$ cat config.mk
export PLATFORM = sky130hd
export DESIGN_NAME = lsg_link_status
export DESIGN_NICKNAME = d
export VERILOG_FILES = /design/src/common/lsg_pkg.sv /design/src/rtl/lsg_link_status.sv
export VERILOG_INCLUDE_DIRS = /design/src /design/src/common
export SDC_FILE = /design/constraint.sdc
export NUM_CORES = 1
export LEC_CHECK = 0
export BUFFER_PORTS_ARGS = -buffer_cell sky130_fd_sc_hd__buf_2
export CAP_MARGIN = 15
export CORE_UTILIZATION = 40
export DETAILED_ROUTE_END_ITERATION = 10
export PLACE_DENSITY_LB_ADDON = 0.15
export SLEW_MARGIN = 30
export SYNTH_ARGS = -nofsm -noshare
export SYNTH_HDL_FRONTEND = slang
export SYNTH_SLANG_ARGS = --single-unit
$ cat constraint.sdc
create_clock -name ref_clk_i -period 2.8 [get_ports ref_clk_i]
set_clock_uncertainty 0.05 [all_clocks]
set_input_delay 0.14 -clock ref_clk_i [delete_from_list [all_inputs] [get_ports ref_clk_i]]
set_output_delay 0.14 -clock ref_clk_i [all_outputs]
set_load 0.01 [all_outputs]
$ cat src/common/lsg_regs.svh
// Register indices, field positions and reset values of the link status slice
`ifndef LSG_REGS_SVH
`define LSG_REGS_SVH
`define LSG_IDX_CTRL 6'h04
`define LSG_IDX_CRC_LO 6'h0a
`define LSG_IDX_CRC_HI 6'h0b
`define LSG_IDX_STATUS 6'h0c
`define LSG_IDX_CONFIG 6'h0d
`define LSG_IDX_IRQ_STAT 6'h10
`define LSG_IDX_IRQ_MASK 6'h11
`define LSG_CTRL_PORT_SEL 0
`define LSG_CTRL_CRC_RESET 5
`define LSG_ST_LINK 0
`define LSG_ST_DES_ERR 1
`define LSG_ST_CLK 2
`define LSG_ST_BIST_ERR 3
`define LSG_ST_LOST 4
`define LSG_CFG_VALUE 3
`define LSG_CFG_REV_LSB 4
`define LSG_CNT_RESET 16'h0000
`define LSG_CNT_MAX 16'hffff
`define LSG_CFG_RESET 4'h0
`define LSG_IRQ_W 4
`define LSG_IRQ_LOST0 0
`define LSG_IRQ_ERR0 2
`endif

$ cat src/common/lsg_pkg.sv
// Types shared by the link status slice
package lsg_pkg;
   typedef logic [2:0] lsg_mode_t;
   typedef enum logic [2:0] {
      LSG_GP_OUT = 3'h1,
      LSG_GP_IN = 3'h3,
      LSG_REMOTE_HOLD = 3'h5,
      LSG_REMOTE_DEFAULT = 3'h7
   } lsg_gpio_mode_e;
endpackage

$ cat src/rtl/lsg_link_status.sv
// Link status, back-channel error counter and pin-zero configuration slice
`include "lsg_regs.svh"
`timescale 1ns/10ps
`default_nettype none
module lsg_link_status #(
   parameter logic [3:0] REVISION_ID = 4'h1
) (
   input wire logic ref_clk_i,
   input wire logic reset_n_i,
   input wire logic psel_i,
   input wire logic penable_i,
   input wire logic pwrite_i,
   input wire logic [7:0] paddr_i,
   input wire logic [31:0] pwdata_i,
   output logic [31:0] prdata_o,
   output logic pready_o,
   output logic pslverr_o,
   input wire logic [1:0] link_detect_i,
   input wire logic input_clock_present_i,
   input wire logic [1:0] crc_error_event_i,
   input wire logic [1:0] bist_active_i,
   input wire logic [1:0] bist_start_i,
   input wire logic [1:0] remote_general_pin_zero_i,
   output logic general_pin_zero_o,
   output logic general_pin_zero_oe_o,
   output logic second_port_general_pin_zero_pin_o,
   output logic second_port_general_pin_zero_pin_oe_o,
   output logic irq_o
);
   // Revision value is arbitrary

   logic [1:0] link_meta;
   logic [1:0] link_sync;
   logic [1:0] link_prev;
   logic clk_meta;
   logic clk_sync;
   logic second_port_select;
   logic [15:0] crc_count [2];
   logic [1:0] link_lost;
   logic [1:0] bist_err;
   logic [1:0] des_err;
   logic [3:0] cfg [2];
   logic [1:0] remote_held;
   logic [`LSG_IRQ_W-1:0] irq_status;
   logic [`LSG_IRQ_W-1:0] irq_mask;
   logic [1:0] next_pin;
   logic [1:0] next_oe;
   logic [31:0] next_rdata;
   logic next_err;
   logic setup;
   logic wr;
   logic rd;
   logic crc_reset;
   logic [1:0] loss_event;
   logic sel;

   function automatic logic hit(input logic [7:0] addr, input logic [5:0] idx);
      hit = (addr[7:2] == idx) && (addr[1:0] == 2'h0);
   endfunction

   function automatic logic mapped(input logic [7:0] addr);
      mapped = hit(addr, `LSG_IDX_CTRL) || hit(addr, `LSG_IDX_CRC_LO) ||
         hit(addr, `LSG_IDX_CRC_HI) || hit(addr, `LSG_IDX_STATUS) ||
         hit(addr, `LSG_IDX_CONFIG) || hit(addr, `LSG_IDX_IRQ_STAT) ||
         hit(addr, `LSG_IDX_IRQ_MASK);
   endfunction

   assign setup = psel_i && !penable_i;
   assign wr = psel_i && penable_i && pready_o && pwrite_i;
   assign rd = psel_i && penable_i && pready_o && !pwrite_i;
   assign crc_reset = wr && hit(paddr_i, `LSG_IDX_CTRL) && pwdata_i[`LSG_CTRL_CRC_RESET];
   assign loss_event = link_prev & ~link_sync;
   assign sel = second_port_select;

   // Link and clock detect pins cross in from outside; two stages before any use
   always_ff @(posedge ref_clk_i) begin
      if (!reset_n_i) begin
         link_meta <= 2'h0;
         link_sync <= 2'h0;
         clk_meta <= 1'b0;
         clk_sync <= 1'b0;
      end else begin
         link_meta <= link_detect_i;
         link_sync <= link_meta;
         clk_meta <= input_clock_present_i;
         clk_sync <= clk_meta;
      end
   end

   always_ff @(posedge ref_clk_i) begin
      if (!reset_n_i) begin
         link_prev <= 2'h0;
      end else begin
         link_prev <= link_sync;
      end
   end

   // Reset bit self-clears, so it always reads back 0
   always_ff @(posedge ref_clk_i) begin
      if (!reset_n_i) begin
         second_port_select <= 1'b0;
      end else if (wr && hit(paddr_i, `LSG_IDX_CTRL)) begin
         second_port_select <= pwdata_i[`LSG_CTRL_PORT_SEL];
      end
   end

   genvar p;
   generate
      for (p = 0; p < 2; p++) begin : g_port
         always_ff @(posedge ref_clk_i) begin
            if (!reset_n_i) begin
               crc_count[p] <= `LSG_CNT_RESET;
            end else if (crc_reset) begin
               crc_count[p] <= crc_error_event_i[p] ? 16'h0001 : `LSG_CNT_RESET;
            end else if (crc_error_event_i[p] && crc_count[p] != `LSG_CNT_MAX) begin
               crc_count[p] <= crc_count[p] + 16'h0001;
            end
         end

         // Set wins over the software clear so no loss is missed
         always_ff @(posedge ref_clk_i) begin
            if (!reset_n_i) begin
               link_lost[p] <= 1'b0;
            end else if (loss_event[p]) begin
               link_lost[p] <= 1'b1;
            end else if (crc_reset) begin
               link_lost[p] <= 1'b0;
            end
         end

         always_ff @(posedge ref_clk_i) begin
            if (!reset_n_i) begin
               bist_err[p] <= 1'b0;
            end else if (crc_error_event_i[p] && bist_active_i[p]) begin
               bist_err[p] <= 1'b1;
            end else if (loss_event[p] || bist_start_i[p] || crc_reset) begin
               bist_err[p] <= 1'b0;
            end
         end

         always_ff @(posedge ref_clk_i) begin
            if (!reset_n_i) begin
               des_err[p] <= 1'b0;
            end else if (crc_error_event_i[p] && !bist_active_i[p]) begin
               des_err[p] <= 1'b1;
            end else if (loss_event[p] || crc_reset) begin
               des_err[p] <= 1'b0;
            end
         end

         always_ff @(posedge ref_clk_i) begin
            if (!reset_n_i) begin
               cfg[p] <= `LSG_CFG_RESET;
            end else if (wr && hit(paddr_i, `LSG_IDX_CONFIG) && sel == 1'(p)) begin
               cfg[p] <= pwdata_i[3:0];
            end
         end

         // Last remote value is only refreshed while the link is up
         always_ff @(posedge ref_clk_i) begin
            if (!reset_n_i) begin
               remote_held[p] <= 1'b0;
            end else if (link_sync[p]) begin
               remote_held[p] <= remote_general_pin_zero_i[p];
            end
         end

         always_comb begin
            next_pin[p] = 1'b0;
            next_oe[p] = 1'b0;
            case (cfg[p][2:0])
               lsg_pkg::LSG_GP_OUT: begin
                  next_pin[p] = cfg[p][`LSG_CFG_VALUE];
                  next_oe[p] = 1'b1;
               end
               lsg_pkg::LSG_GP_IN: begin
                  next_oe[p] = 1'b0;
               end
               lsg_pkg::LSG_REMOTE_HOLD: begin
                  next_pin[p] = link_sync[p] ? remote_general_pin_zero_i[p] : remote_held[p];
                  next_oe[p] = 1'b1;
               end
               lsg_pkg::LSG_REMOTE_DEFAULT: begin
                  next_pin[p] = link_sync[p] ? remote_general_pin_zero_i[p] :
                     cfg[p][`LSG_CFG_VALUE];
                  next_oe[p] = 1'b1;
               end
               default: begin
                  next_oe[p] = 1'b0;
               end
            endcase
         end
      end
   endgenerate

   always_ff @(posedge ref_clk_i) begin
      if (!reset_n_i) begin
         general_pin_zero_o <= 1'b0;
         general_pin_zero_oe_o <= 1'b0;
         second_port_general_pin_zero_pin_o <= 1'b0;
         second_port_general_pin_zero_pin_oe_o <= 1'b0;
      end else begin
         general_pin_zero_o <= next_pin[0];
         general_pin_zero_oe_o <= next_oe[0];
         second_port_general_pin_zero_pin_o <= next_pin[1];
         second_port_general_pin_zero_pin_oe_o <= next_oe[1];
      end
   end

   // Read clears status; a new event in the same cycle stays set
   always_ff @(posedge ref_clk_i) begin
      if (!reset_n_i) begin
         irq_status <= 4'h0;
      end else begin
         irq_status <= ((rd && hit(paddr_i, `LSG_IDX_IRQ_STAT)) ? 4'h0 : irq_status) |
            {crc_error_event_i, loss_event};
      end
   end

   always_ff @(posedge ref_clk_i) begin
      if (!reset_n_i) begin
         irq_mask <= 4'h0;
      end else if (wr && hit(paddr_i, `LSG_IDX_IRQ_MASK)) begin
         irq_mask <= pwdata_i[`LSG_IRQ_W-1:0];
      end
   end

   always_ff @(posedge ref_clk_i) begin
      if (!reset_n_i) begin
         irq_o <= 1'b0;
      end else begin
         irq_o <= |(irq_status & irq_mask);
      end
   end

   always_comb begin
      next_rdata = 32'h0;
      next_err = !mapped(paddr_i);
      if (hit(paddr_i, `LSG_IDX_CTRL)) begin
         next_rdata[`LSG_CTRL_PORT_SEL] = second_port_select;
      end else if (hit(paddr_i, `LSG_IDX_CRC_LO)) begin
         next_rdata[7:0] = crc_count[sel][7:0];
      end else if (hit(paddr_i, `LSG_IDX_CRC_HI)) begin
         next_rdata[7:0] = crc_count[sel][15:8];
      end else if (hit(paddr_i, `LSG_IDX_STATUS)) begin
         next_rdata[`LSG_ST_LINK] = link_sync[sel];
         next_rdata[`LSG_ST_DES_ERR] = des_err[sel];
         next_rdata[`LSG_ST_CLK] = clk_sync;
         next_rdata[`LSG_ST_BIST_ERR] = bist_err[sel];
         next_rdata[`LSG_ST_LOST] = link_lost[sel];
      end else if (hit(paddr_i, `LSG_IDX_CONFIG)) begin
         next_rdata[7:0] = {REVISION_ID, cfg[sel]};
      end else if (hit(paddr_i, `LSG_IDX_IRQ_STAT)) begin
         next_rdata[`LSG_IRQ_W-1:0] = irq_status;
      end else if (hit(paddr_i, `LSG_IDX_IRQ_MASK)) begin
         next_rdata[`LSG_IRQ_W-1:0] = irq_mask;
      end
   end

   // Zero-wait slave: answer prepared in setup, presented in access
   always_ff @(posedge ref_clk_i) begin
      if (!reset_n_i) begin
         pready_o <= 1'b0;
         pslverr_o <= 1'b0;
         prdata_o <= 32'h0;
      end else begin
         pready_o <= setup;
         pslverr_o <= setup && next_err;
         prdata_o <= setup ? next_rdata : 32'h0;
      end
   end

   property p_count_step;
      @(posedge ref_clk_i) disable iff (!reset_n_i)
      (crc_error_event_i[0] && !crc_reset && crc_count[0] != `LSG_CNT_MAX)
         |=> crc_count[0] == $past(crc_count[0]) + 16'h0001;
   endproperty
   a_count_step: assert property (p_count_step) else $error("counter did not step");

   property p_count_clear;
      @(posedge ref_clk_i) disable iff (!reset_n_i)
      (crc_reset && !crc_error_event_i[1]) |=> crc_count[1] == 16'h0000;
   endproperty
   a_count_clear: assert property (p_count_clear) else $error("counter not cleared");

   property p_lost_sticky;
      @(posedge ref_clk_i) disable iff (!reset_n_i)
      (link_lost[0] && !crc_reset) |=> link_lost[0];
   endproperty
   a_lost_sticky: assert property (p_lost_sticky) else $error("link lost flag dropped");

   property p_loss_sets;
      @(posedge ref_clk_i) disable iff (!reset_n_i)
      ($fell(link_sync[0]) && !crc_error_event_i[0]) |=> link_lost[0] && !des_err[0];
   endproperty
   a_loss_sets: assert property (p_loss_sets) else $error("loss handling wrong");

   property p_bist_set;
      @(posedge ref_clk_i) disable iff (!reset_n_i)
      (crc_error_event_i[0] && bist_active_i[0]) |=> bist_err[0];
   endproperty
   a_bist_set: assert property (p_bist_set) else $error("self-test error not set");

   property p_bist_clear;
      @(posedge ref_clk_i) disable iff (!reset_n_i)
      (bist_start_i[0] && !crc_error_event_i[0]) |=> !bist_err[0];
   endproperty
   a_bist_clear: assert property (p_bist_clear) else $error("self-test error kept");

   property p_saturate;
      @(posedge ref_clk_i) disable iff (!reset_n_i)
      (crc_count[0] == `LSG_CNT_MAX && !crc_reset) |=> crc_count[0] == `LSG_CNT_MAX;
   endproperty
   a_saturate: assert property (p_saturate) else $error("counter wrapped");

   property p_gp_out;
      @(posedge ref_clk_i) disable iff (!reset_n_i)
      (cfg[0] == 4'h9) ##1 (cfg[0] == 4'h9) |-> general_pin_zero_oe_o && general_pin_zero_o;
   endproperty
   a_gp_out: assert property (p_gp_out) else $error("pin not driven high");

   property p_hiz;
      @(posedge ref_clk_i) disable iff (!reset_n_i)
      (cfg[0][1:0] == 2'h2) |=> !general_pin_zero_oe_o;
   endproperty
   a_hiz: assert property (p_hiz) else $error("pin driven in high impedance mode");

   property p_remote_default;
      @(posedge ref_clk_i) disable iff (!reset_n_i)
      (cfg[0][2:0] == 3'h7 && !link_sync[0]) |=>
         general_pin_zero_o == $past(cfg[0][`LSG_CFG_VALUE]);
   endproperty
   a_remote_default: assert property (p_remote_default) else $error("default not used");

   property p_irq;
      @(posedge ref_clk_i) disable iff (!reset_n_i)
      |(irq_status & irq_mask) |=> irq_o;
   endproperty
   a_irq: assert property (p_irq) else $error("interrupt not raised");
endmodule
`default_nettype wire
==> results of run 1 <==
[routing by layer]
layer / vias to the layer above / share of wire, %
li1: 1600 / -
met1: 1519 / 53
met2: 89 / 41
met3: 13 / 4.4
met4: 0 / 1.5
met5: - / 0
[worst max path at each step]
stage / start / to / slack [ns]
6_report: crc_count[0][0] / crc_count[0][10] / 0.68
2_1_floorplan: crc_count[1][0] / crc_count[1][0] / 0.78
3_3_place_gp: crc_count[0][0] / crc_count[0][5] / 0.71
5_1_grt: crc_count[0][1] / crc_count[0][10] / 0.45
3_5_place_dp: crc_count[0][0] / crc_count[0][10] / 0.67
4_1_cts: crc_count[0][0] / crc_count[0][10] / 0.65
[through the flow]
| stage | worst slack, ns | power, mW | hold slack (ns) |
|---|---|---|---|
| global route | 0.450 | 2.60 | 0.00926 |
| CTS | 0.646 | 2.50 | 0.00747 |
| global placement | 0.714 | 1.57 | 0.296 |
| floorplan | 0.780 | 1.52 | 0.217 |
| detailed placement | 0.675 | 1.58 | 0.301 |
| finish | 0.681 | 2.48 | 0.00898 |
[report_power, final]
part / switching, mW / total, mW / internal (mW)
Sequential: 0.0541 / 1.35 / 1.29
Clock: 0.458 / 0.917 / 0.459
Combinational: 0.122 / 0.217 / 0.0944
[worst min-delay path: cells and delay by family]
kind,cells,cell delay [ns]
compound gates,1,0.05
simple gates,1,0.06
buf+inv,1,0.13
[area by class of cell]
class / instances / area (sq um)
Fill cell: 1046 / 5470
Sequential cell: 81 / 2020
Clock inverter: 4 / 28.8
Multi-Input combinational cell: 330 / 2070
Clock buffer: 12 / 188
Timing Repair Buffer: 62 / 388
Tap cell: 136 / 170
Inverter: 11 / 41.3
[Yosys cell counts (6+ instances only)]
cell type	instances	area, sq um
a21boi_1	10	75.1
o21ai_1	6	30.0
inv_1	11	41.3
nor2_1	49	184
edfxtp_1	40	1200
nand2b_1	9	56.3
dfxtp_1	41	821
nand2_1	46	173
nor2b_1	9	56.3
nand3_1	19	95.1
xor2_1	17	149
xnor2_1	10	87.6
and2_1	16	100
mux2i_1	18	180
buf_2	7	35.0
and3_1	13	81.3
a21oi_1	14	70.1
buf_4	25	188
[logic make-up after synthesis]
group / after synthesis / share of synthesized area, %
buffers and inverters: 49 / 6.84
AO/OA/AOI/OAI: 62 / 9.55
AND/OR/NAND/NOR: 189 / 23.3
XOR/XNOR: 27 / 5.50
other: 1 / 0.0873
adder cells (fa/ha/maj): 2 / 0.582
flip-flops: 81 / 47.1
multiplexers: 26 / 7.08
[state kept, by name, indices dropped and copies added (netlist names), 2 cells and up, named ones only]
signal,cells
bist_err,2
cfg,8
crc_count,32
des_err,2
irq_mask,4
irq_status,4
link_lost,2
link_meta,2
link_prev,2
link_sync,2
prdata_o,8
remote_held,2
[timing repair]
action / in CTS / in global routing
hold endpoints to repair: 10 / 0
setup buffers: 0 / 0
hold buffers: 12 / 0
==> metrics.md, run 1 <==
| Metric | Value |
|---|---|
| CP max FO | 11 |
| Core area | 10400 sq um |
| Hold Crit Class | in2reg |
| Fraction of registers with async set or reset after synthesis | 0% |
| Most common cell after layout, fill and taps aside | nor2_1 |
| Crit path max-delay family | simple AND/OR/NAND/NOR gates |
| Worst-Margin Slew | 0.673 ns |
| Hold Path End | irq_mask[0] |
| Iteration-0 DRC Markers | 169 |
| Buffers and inverters on the worst path | 0 |
| Leak Pwr | 1.90 nW |
| R2r startpoint | crc_count[0][0] |
| Area grow syn2layout | 14.2% |
| Clock Tree Buf Depth | 2 |
| Number of synthesized register bits | 81 |
| Fin crit share | 75.7% |
| Vias per inst | 5.06 |
| Final Core Density | 47.3% |
| Total grt overflow | 0 |
| WP data required | 2.85 ns |
| Post-route ant nets | 0 |
| Mapped Area | 4300 sq um |
| CP max stage delay | 0.45 ns |
| Die height | 106 um |
| Crit path kind | reg2reg |
| Clk_lat worst skew | 0.36 ns |
| Post-route DRC | 0 |
| Die Area | 11200 sq um |
| Final estimated routing congestion in global placement | 0.816 |
| Hold Path Origin | pwdata_i[0] |
| GRT Max-Usage Layer | met1 |
| Routed vias | 3221 |
| Post-synth EDFFs | 40 |
| Reg clk slew, reported paths | 0.09 ns |
| Highest clock rate | 0.472 GHz |
| Status | finished clean |
| Post_cts resized | 0 |
| CP Depth | 6 |
| TritonRoute pass-1 iters | 4 |
| Vias in the first global route | 2880 |
| Sequential cell area fraction in the yosys report | 47.1% |
| Nets | 553 |
| Syn Inst Count | 437 |
| Ports | 95 |
| Sink Count | 81 |
| Top_reg_cell synth | dfxtp_1 |
| Final min period | 2.12 ns |
| Fin. Hold Viols | 0 |
| Final Routed Wirelength | 9470 um |
| GR Util met1 | 28.5% |
| Crit path arrival time | 2.17 ns |
| GRT Resource Usage Total | 18.2% |
| IO buf count | 43 |
| Max Cap Viol | 0 |
| Global-route wire length before repair | 15500 um |
| Antenna violations before repair | 0 |
| Ys Warns | 0 |
| Netlist cell types | 53 |
| Final std cells w/o fill | 636 |
| Most frequent cells in the layout | nor2_1, nand2_1, buf_2 |
| Wire length per cell | 14.9 um |
| Peak VDD IR | 0.267 mV |
| H-tree levels | 3 |
| Worst setup SP type | flop |
| N_diodes | 0 |
| Final HPWL DP | 6960 um |
| Worst R2R End | crc_count[0][10] |
| Setup tns final | 0 ns |
| Starting Density | 41.4% |
| Slowest-stage cell, CP | edfxtp_1 |
| Setup crit end kind | flop |
| Post-DP Area | 4570 sq um |
| Global routing usage on met3 | 2.66% |
| Routing usage on met2 | 24.8% |
| Slew Viols, Final | 0 |
| Syn avg cell area | 9.83 sq um |
| Worst reg-to-reg path cell count | 6 |
| Reg2reg setup slack | 0.68 ns |
| # rows | 37 |
| Ratio of total power to cell area | 506 nW/um^2 |
| Largest net degree at the start of global routing | 41 |
| RSZ-0062 raised after global routing | no |
| Cell count after placement | 608 |
| Final Setup Violations | 0 |
| Share of layout cells above drive strength 1 | 16.6% |
| Slew margin rel. | 55.0% |
| Cts bufs inserted | 9 |
| CTS tree | done |
| Crit-path cells | ha_1 > nand3_1 > nor2_1 > nand3_1 > nand4_1 > nor2_1 |
| Die width | 106 um |
| Hold depth | 3 |
| CTS Root Cell | clkbuf_8 |
| Final instance area | 4900 sq um |
(Power assumes the default switching activity.)
==> inputs of run 2 (changes only) <==
Settings changed: ABC_AREA from default to 1.
Clock period 2.8 ns to 2.1 ns, I/O delays scaled along.
==> run 2 against run 1 <==
Net effect: clock power is 48% higher; final area is 6.3% higher; sequential power is 33% higher.
==> metrics.md, run 2 <==
| Metric | Value |
|---|---|
| Final Core Density | 47.9% (was 47.3%) |
| Vias per inst | 4.94 (was 5.06) |
| Final Routed Wirelength | 10700 um (was 9470 um) |
| Sink Count | 81 (unchanged) |
| Post-route ant nets | 0 (unchanged) |
| Yosys top cell area share | 26.8% (was 28.0%) |
| Vias in the first global route | 3529 (was 2880) |
| Global-route wire length before repair | 17500 um (was 15500 um) |
| Final HPWL DP | 8010 um (was 6960 um) |
| Top flop regs | crc_count (32), cfg (8), prdata_o (8) (unchanged) |
| Synth cell count leaders | nand2_1, inv_1, nor2_1, dfxtp_1, edfxtp_1 (was nor2_1, nand2_1, dfxtp_1, edfxtp_1, buf_4) |
| Syn avg cell area | 8.03 sq um (was 9.83 sq um) |
| Share of layout cells above drive strength 1 | 18.3% (was 16.6%) |
| Crit path arrival time | 2.19 ns (was 2.17 ns) |
| Reg clk slew, reported paths | 0.09 ns (about the same) |
| Post-DP Area | 4800 sq um (was 4570 sq um) |
| Ports | 95 (unchanged) |
| Fraction of registers with async set or reset after synthesis | 0% (unchanged) |
| Iteration-0 DRC Markers | 329 (was 169) |
| TritonRoute pass-1 iters | 5 (was 4) |
| Final instance area | 5210 sq um (was 4900 sq um) |
| Setup crit end kind | flop (unchanged) |
| RSZ-0062 raised after global routing | no (unchanged) |
| Synth top area cells | edfxtp_1, dfxtp_1, nand2_1 (was edfxtp_1, dfxtp_1, buf_4) |
| Final min period | 1.98 ns |
| N_diodes | 0 (unchanged) |
| Ys Warns | 0 (unchanged) |
| CTS tree | done (unchanged) |
| Reg2reg setup slack | 0.13 ns (was 0.68 ns) |
| Mapped Area | 4480 sq um (was 4300 sq um) |
| Die height | 108 um (was 106 um) |
| Leak Pwr | 2.21 nW (was 1.90 nW) |
| Number of synthesized register bits | 81 (unchanged) |
| Max Cap Viol | 0 (unchanged) |
| Largest Register | crc_count (unchanged) |
| Crit path max-delay family | buffers and inverters (was simple AND/OR/NAND/NOR gates) |
| Final Setup Violations | 0 (unchanged) |
| Slew margin rel. | 63.7% (was 55.0%) |
| Sequential cell area fraction in the yosys report | 45.1% (was 47.1%) |
| Largest net degree at the start of global routing | 30 (was 41) |
| Most common cell in the netlist | nand2_1 (was nor2_1) |
| Most common cell after layout, fill and taps aside | nand2_1 (was nor2_1) |
| Worst slack at placement | 0.0899 ns (was 0.675 ns) |
| H-tree levels | 3 (unchanged) |
| Antenna violations before repair | 0 (unchanged) |
| Cts bufs inserted | 9 (unchanged) |
| Wire length per cell | 13.8 um (was 14.9 um) |
| Top_reg_cell synth | dfxtp_1 (unchanged) |
| IO buf count | 43 (unchanged) |
| Ratio of total power to cell area | 667 nW/um^2 (was 506 nW/um^2) |
| Buffers and inverters on the worst path | 4 (was 0) |
| Hold_ws | 0.0244 ns (was 0.00898 ns) |
| Total grt overflow | 0 (unchanged) |
| CP max stage delay | 0.56 ns (was 0.45 ns) |
| Worst setup SP type | input pin (was flop) |
| Area grow syn2layout | 16.2% (was 14.2%) |
| Crit-path most repeated cell | dlygate4sd3_1 |
| Final estimated routing congestion in global placement | 0.885 (was 0.816) |
| Netlist cell types | 47 (was 53) |
| WP data required | 2.32 ns (was 2.85 ns) |
| CTS Root Cell | clkbuf_8 (unchanged) |
| # rows | 38 (was 37) |
| Slowest-stage cell, CP | dlygate4sd3_1 (was edfxtp_1) |
| Worst-Margin Slew | 0.540 ns (was 0.673 ns) |
| Peak VDD IR | 0.412 mV (was 0.267 mV) |
| Crit path kind | in2reg (was reg2reg) |
| Clock Tree Buf Depth | 2 (unchanged) |
| Highest clock rate | 0.505 GHz |
| Slew Viols, Final | 0 (unchanged) |
| Post-synth EDFFs | 40 (unchanged) |
| GRT Resource Usage Total | 20.3% (was 18.2%) |
| Status | finished clean (unchanged) |
| Post-route DRC | 0 (unchanged) |
| Hold Crit Class | in2reg (unchanged) |
| Syn Inst Count | 558 (was 437) |
| Fin crit share | 94.2% |
| Fin. Hold Viols | 0 (unchanged) |
| Clk_lat worst skew | 0.37 ns (was 0.36 ns) |
| Post-synth top area cell | edfxtp_1 (unchanged) |
| Max reg flops | 32 (unchanged) |
| Setup tns final | 0 ns (unchanged) |
| Nets | 687 (was 553) |
| Worst setup margin | 0.122 ns (was 0.681 ns) |
| Die width | 108 um (was 106 um) |
| Die Area | 11600 sq um (was 11200 sq um) |
| CP max FO | 5 (was 11) |
| Core area | 10900 sq um (was 10400 sq um) |
| Starting Density | 41.2% (was 41.4%) |
| Most frequent cells in the layout | nand2_1, inv_1, nor2_1 (was nor2_1, nand2_1, buf_2) |
| Routed vias | 3821 (was 3221) |
| Crit-path cells | dlygate4sd3_1 > buf_2 > nand3_1 > nor2_2 > nand4_4 > buf_4 > nand4_1 > a21oi_1 > dlygate4sd3_1 (was ha_1 > nand3_1 > nor2_1 > nand3_1 > nand4_1 > nor2_1) |
==> run 2: changes by cell type in the layout (fill, tap and decap cells not counted), moves of 10 or more <==
| cell | change |
|---|---|
| a21boi_1 | -10 |
| a21oi_1 | +16 |
| and2_1 | -16 |
| and3_1 | -12 |
| inv_1 | +60 |
| mux2i_1 | -18 |
| nand2_1 | +64 |
| nand4_1 | +17 |
| nor2_1 | +15 |
| nor2_2 | +15 |
| o21ai_0 | +22 |
==> run 2: through the flow <==
| stage | cells | power, mW |
|---|---|---|
| 4_1_cts | 774 | 3.51 |
| 3_3_place_gp | 742 | 2.12 |
| 3_5_place_dp | 742 | 2.13 |
| 5_1_grt | 774 | 3.64 |
| 2_1_floorplan | 581 | 2.05 |
| 6_report | 774 | 3.48 |
==> run 2: metal layers <==
metal	track usage (%)	routed length (um)	vias to the layer above
li1	-	-	1918
met2	29.9	4600	112
met5	0	0	-
met1	28.9	5340	1774
met4	8.22	200	0
met3	3.87	535	17
==> run 2: layout make-up <==
class | instances | area, sq um
Fill cell | 1118 | 5680
Sequential cell | 81 | 2020
Multi-Input combinational cell | 388 | 2010
Timing Repair Buffer | 72 | 477
Inverter | 77 | 289
Tap cell | 140 | 175
Clock buffer | 11 | 153
Clock inverter | 5 | 85.1
==> run 2: timing repair <==
item / 4_1_cts / 5_1_grt
endpoints found under the hold margin: 14 / 0
resized for setup: 0 / 3
hold buffers: 16 / 0
setup endpoints to repair: 0 / 35
setup buffers: 0 / 0
==> run 2: cell families after synthesis <==
group | share of synthesized area [%]
buffers and inverters | 12.2
and+or+nand+nor | 29.1
xor gates and xnor gates | 4.10
adders and majority gates | 0.558
DFF | 45.1
other | 0.0836
AOI/OAI and AO/OA | 8.93
==> run 2: worst paths after layout <==
check / startpoint / endpoint / cells after the start
min reg2reg: clk_meta / clk_sync / 2
min: psel_i / prdata_o[0] / 5
max reg2reg: pready_o / bist_err[0] / 7
max: penable_i / bist_err[0] / 9
==> run 2: power by group <==
group	internal [mW]	switching [mW]	leakage (nW)
registers	1.73	0.0613	0.766
logic	0.122	0.207	1.33
clock network	0.748	0.611	0.115
total	2.60	0.879	2.21
==> run 2: worst reg2reg max path, delay by kind of cell (launching register included) <==
| family | cells | cell delay, ns |
|---|---|---|
| buffers and inverters | 2 | 0.74 |
| and+or+nand+nor | 4 | 0.67 |
| DFF | 1 | 0.34 |
| AOI/OAI and AO/OA | 1 | 0.07 |
==> inputs of run 3 (changes only) <==
Settings changed: CTS_BUF_LIST from default to sky130_fd_sc_hd__clkbuf_4 sky130_fd_sc_hd__clkbuf_8.
==> run 3 against run 2 <==
Net effect: final area grew 0.17%; flip-flop and latch count is the same; non-clock buffer count is the same; via count shrank 0.92%; sequential power is essentially flat; wire length shrank 0.76%; clock-buffer cell count shrank 1.
==> metrics.md, run 3 (same netlist as run 2, synthesis figures left out) <==
| Metric | Value |
|---|---|
| Status | finished clean (unchanged) |
| Crit path arrival time | 2.18 ns (was 2.19 ns) |
| Total power draw | 3.53 mW (was 3.48 mW) |
| Internal power | 2.66 mW (was 2.60 mW) |
| Vias per inst | 4.89 (was 4.94) |
| Post-route ant nets | 0 (unchanged) |
| Fin. Hold Viols | 0 (unchanged) |
| Area grow syn2layout | 16.4% (was 16.2%) |
| Setup tns final | 0 ns (unchanged) |
| Final estimated routing congestion in global placement | 0.885 (unchanged) |
| Clock Tree Buf Depth | 2 (unchanged) |
| Sw Ratio | 24.7% (was 25.3%) |
| Worst-Margin Slew | 0.539 ns (was 0.540 ns) |
| Register Area | 2020 sq um (unchanged) |
| Post-route DRC | 0 (unchanged) |
| Crit-path most repeated cell | dlygate4sd3_1 (unchanged) |
| N_diodes | 0 (unchanged) |
| CTS tree | done (unchanged) |
| Max reg flops | 32 (unchanged) |
| Starting Density | 41.2% (unchanged) |
| Slew margin rel. | 63.8% (was 63.7%) |
| Slowest-stage cell, CP | dlygate4sd3_1 (unchanged) |
| Largest Register | crc_count (unchanged) |
| Largest net degree at the start of global routing | 30 (unchanged) |
| CP max FO | 5 (unchanged) |
| Share of layout cells above drive strength 1 | 18.5% (was 18.3%) |
| Wire length on met2 | 4620 um (was 4600 um) |
| Sink Count | 81 (unchanged) |
| Area of the multi-input gates | 2010 sq um (unchanged) |
| Reg clk slew, reported paths | 0.09 ns (about the same) |
| Wl on met1 | 5300 um (was 5340 um) |
| Global-route wire length before repair | 17600 um (was 17500 um) |
| Clk pwr share | 40.0% (was 39.1%) |
| Gate power share | 9.3% (was 9.5%) |
| Clk_lat worst skew | 0.37 ns (about the same) |
| Fin crit share | 93.7% (was 94.2%) |
| H-tree levels | 3 (unchanged) |
| # rows | 38 (unchanged) |
| WP data required | 2.31 ns (was 2.32 ns) |
| Reg power frac | 50.7% (was 51.5%) |
| TritonRoute pass-1 iters | 5 (unchanged) |
| RSZ-0062 raised after global routing | no (unchanged) |
| DR WL met3 | 545 um (was 535 um) |
| Wire length per cell | 13.7 um (was 13.8 um) |
| Top flop regs | crc_count (32), cfg (8), prdata_o (8) (unchanged) |
| Die width | 108 um (unchanged) |
| Routed vias | 3786 (was 3821) |
| Die Area | 11600 sq um (unchanged) |
| Highest clock rate | 0.508 GHz (was 0.505 GHz) |
| CTS Root Cell | clkbuf_8 (unchanged) |
| Crit-path cells | dlygate4sd3_1 > buf_2 > nand3_1 > nor2_2 > nand4_4 > buf_4 > nand4_1 > a21oi_1 > dlygate4sd3_1 (unchanged) |
| Peak VDD IR | 0.444 mV (was 0.412 mV) |
| Max layer used | met4 (unchanged) |
| Leak Pwr | 2.22 nW (was 2.21 nW) |
| Net Switching | 0.874 mW (was 0.879 mW) |
| Final HPWL DP | 8010 um (unchanged) |
| Total grt overflow | 0 (unchanged) |
| Final Setup Violations | 0 (unchanged) |
| Cts bufs inserted | 9 (unchanged) |
| Ratio of total power to cell area | 677 nW/um^2 (was 667 nW/um^2) |
| Max Cap Viol | 0 (unchanged) |
| Most common cell after layout, fill and taps aside | nand2_1 (unchanged) |
| Core area | 10900 sq um (unchanged) |
| Post-CTS setup buffer count | 0 (unchanged) |
| Final std cells w/o fill | 774 (unchanged) |
| Ports | 95 (unchanged) |
| Most frequent cells in the layout | nand2_1, inv_1, nor2_1 (unchanged) |
| # fillers | 1117 (was 1118) |
| Iteration-0 DRC Markers | 316 (was 329) |
| Die height | 108 um (unchanged) |
| Antenna violations before repair | 0 (unchanged) |
| Slew Viols, Final | 0 (unchanged) |
| Cell count after placement | 742 (unchanged) |
| CP max stage delay | 0.56 ns (about the same) |
| Hold Crit Class | in2reg (unchanged) |
| Vias in the first global route | 3541 (was 3529) |
| GRT Resource Usage Total | 20.3% (about the same) |
| IO buf count | 43 (unchanged) |
| Worst setup SP type | input pin (unchanged) |
| Final min period | 1.97 ns (was 1.98 ns) |
| Crit path kind | in2reg (unchanged) |
| Nets | 687 (unchanged) |
| Setup crit end kind | flop (unchanged) |
| Final Routed Wirelength | 10600 um (was 10700 um) |
## run 3: cell count changes in the layout (fill, tap and decap cells not counted)
cell       before  now
clkbuf_1        1    0
bufinv_16       2    3
clkbuf_16       1    0
clkbuf_4        0    1
## run 3: through the flow
| step | instance area, sq um | setup slack (ns) | utilization, % | hold WS, ns |
|---|---|---|---|---|
| finish | 5220 | 0.132 | 47.9 | 0.0290 |
| detailed placement | 4800 | 0.0899 | 44.1 | 0.243 |
| global placement | 4800 | 0.145 | 44.1 | 0.235 |
| global route | 5220 | 0.00816 | 47.9 | 0.0144 |
| floorplan | 4570 | 0.0844 | - | 0.138 |
| CTS | 5210 | 0.0829 | 47.8 | 0.00761 |
## run 3: critical path, delay by kind of cell
| family | cells | cell delay [ns] |
|---|---|---|
| compound gates | 1 | 0.07 |
| buf+inv | 4 | 1.37 |
| simple gates | 4 | 0.63 |
## run 3: final timing paths
kind              startpoint          end  slack [ns]  cells past startpoint
setup / recovery   penable_i  bist_err[0]        0.13                      9
hold / removal        psel_i  prdata_o[0]        0.03                      5
setup reg to reg    pready_o  bist_err[0]        0.15                      7
hold reg to reg     clk_meta     clk_sync        0.37                      2
## run 3: repair_timing
item                                    in CTS  in global routing
hold endpoints to repair                    14                  0
hold buffers                                16                  0
resized for setup                            0                  3
endpoints found under the setup margin       0                 35
## run 3: area by class of cell
| type | count | area share (%) |
|---|---|---|
| flip-flops and latches | 81 | 38.7 |
| multi-input cells | 388 | 38.5 |
| repair buffers | 72 | 9.13 |
| inverters | 77 | 5.54 |
| well taps | 140 | 3.36 |
| clock buffers | 10 | 2.52 |
| clock inverters | 6 | 2.21 |
## run 3: power groups by stage
| stage | logic, mW | clock network, mW | registers (mW) |
|---|---|---|---|
| final | 0.329 | 1.42 | 1.79 |
| after global routing | 0.374 | 1.52 | 1.80 |
| after CTS | 0.327 | 1.45 | 1.79 |
| after detailed placement | 0.304 | 0 | 1.82 |
| after global placement | 0.300 | 0 | 1.82 |
| after floorplan | 0.235 | 0 | 1.81 |
## run 3: per-layer routing
metal	track usage, %	up-vias
li1	-	1918
met1	28.9	1756
met2	30.0	103
met3	3.87	9
met4	8.22	0
met5	0	-
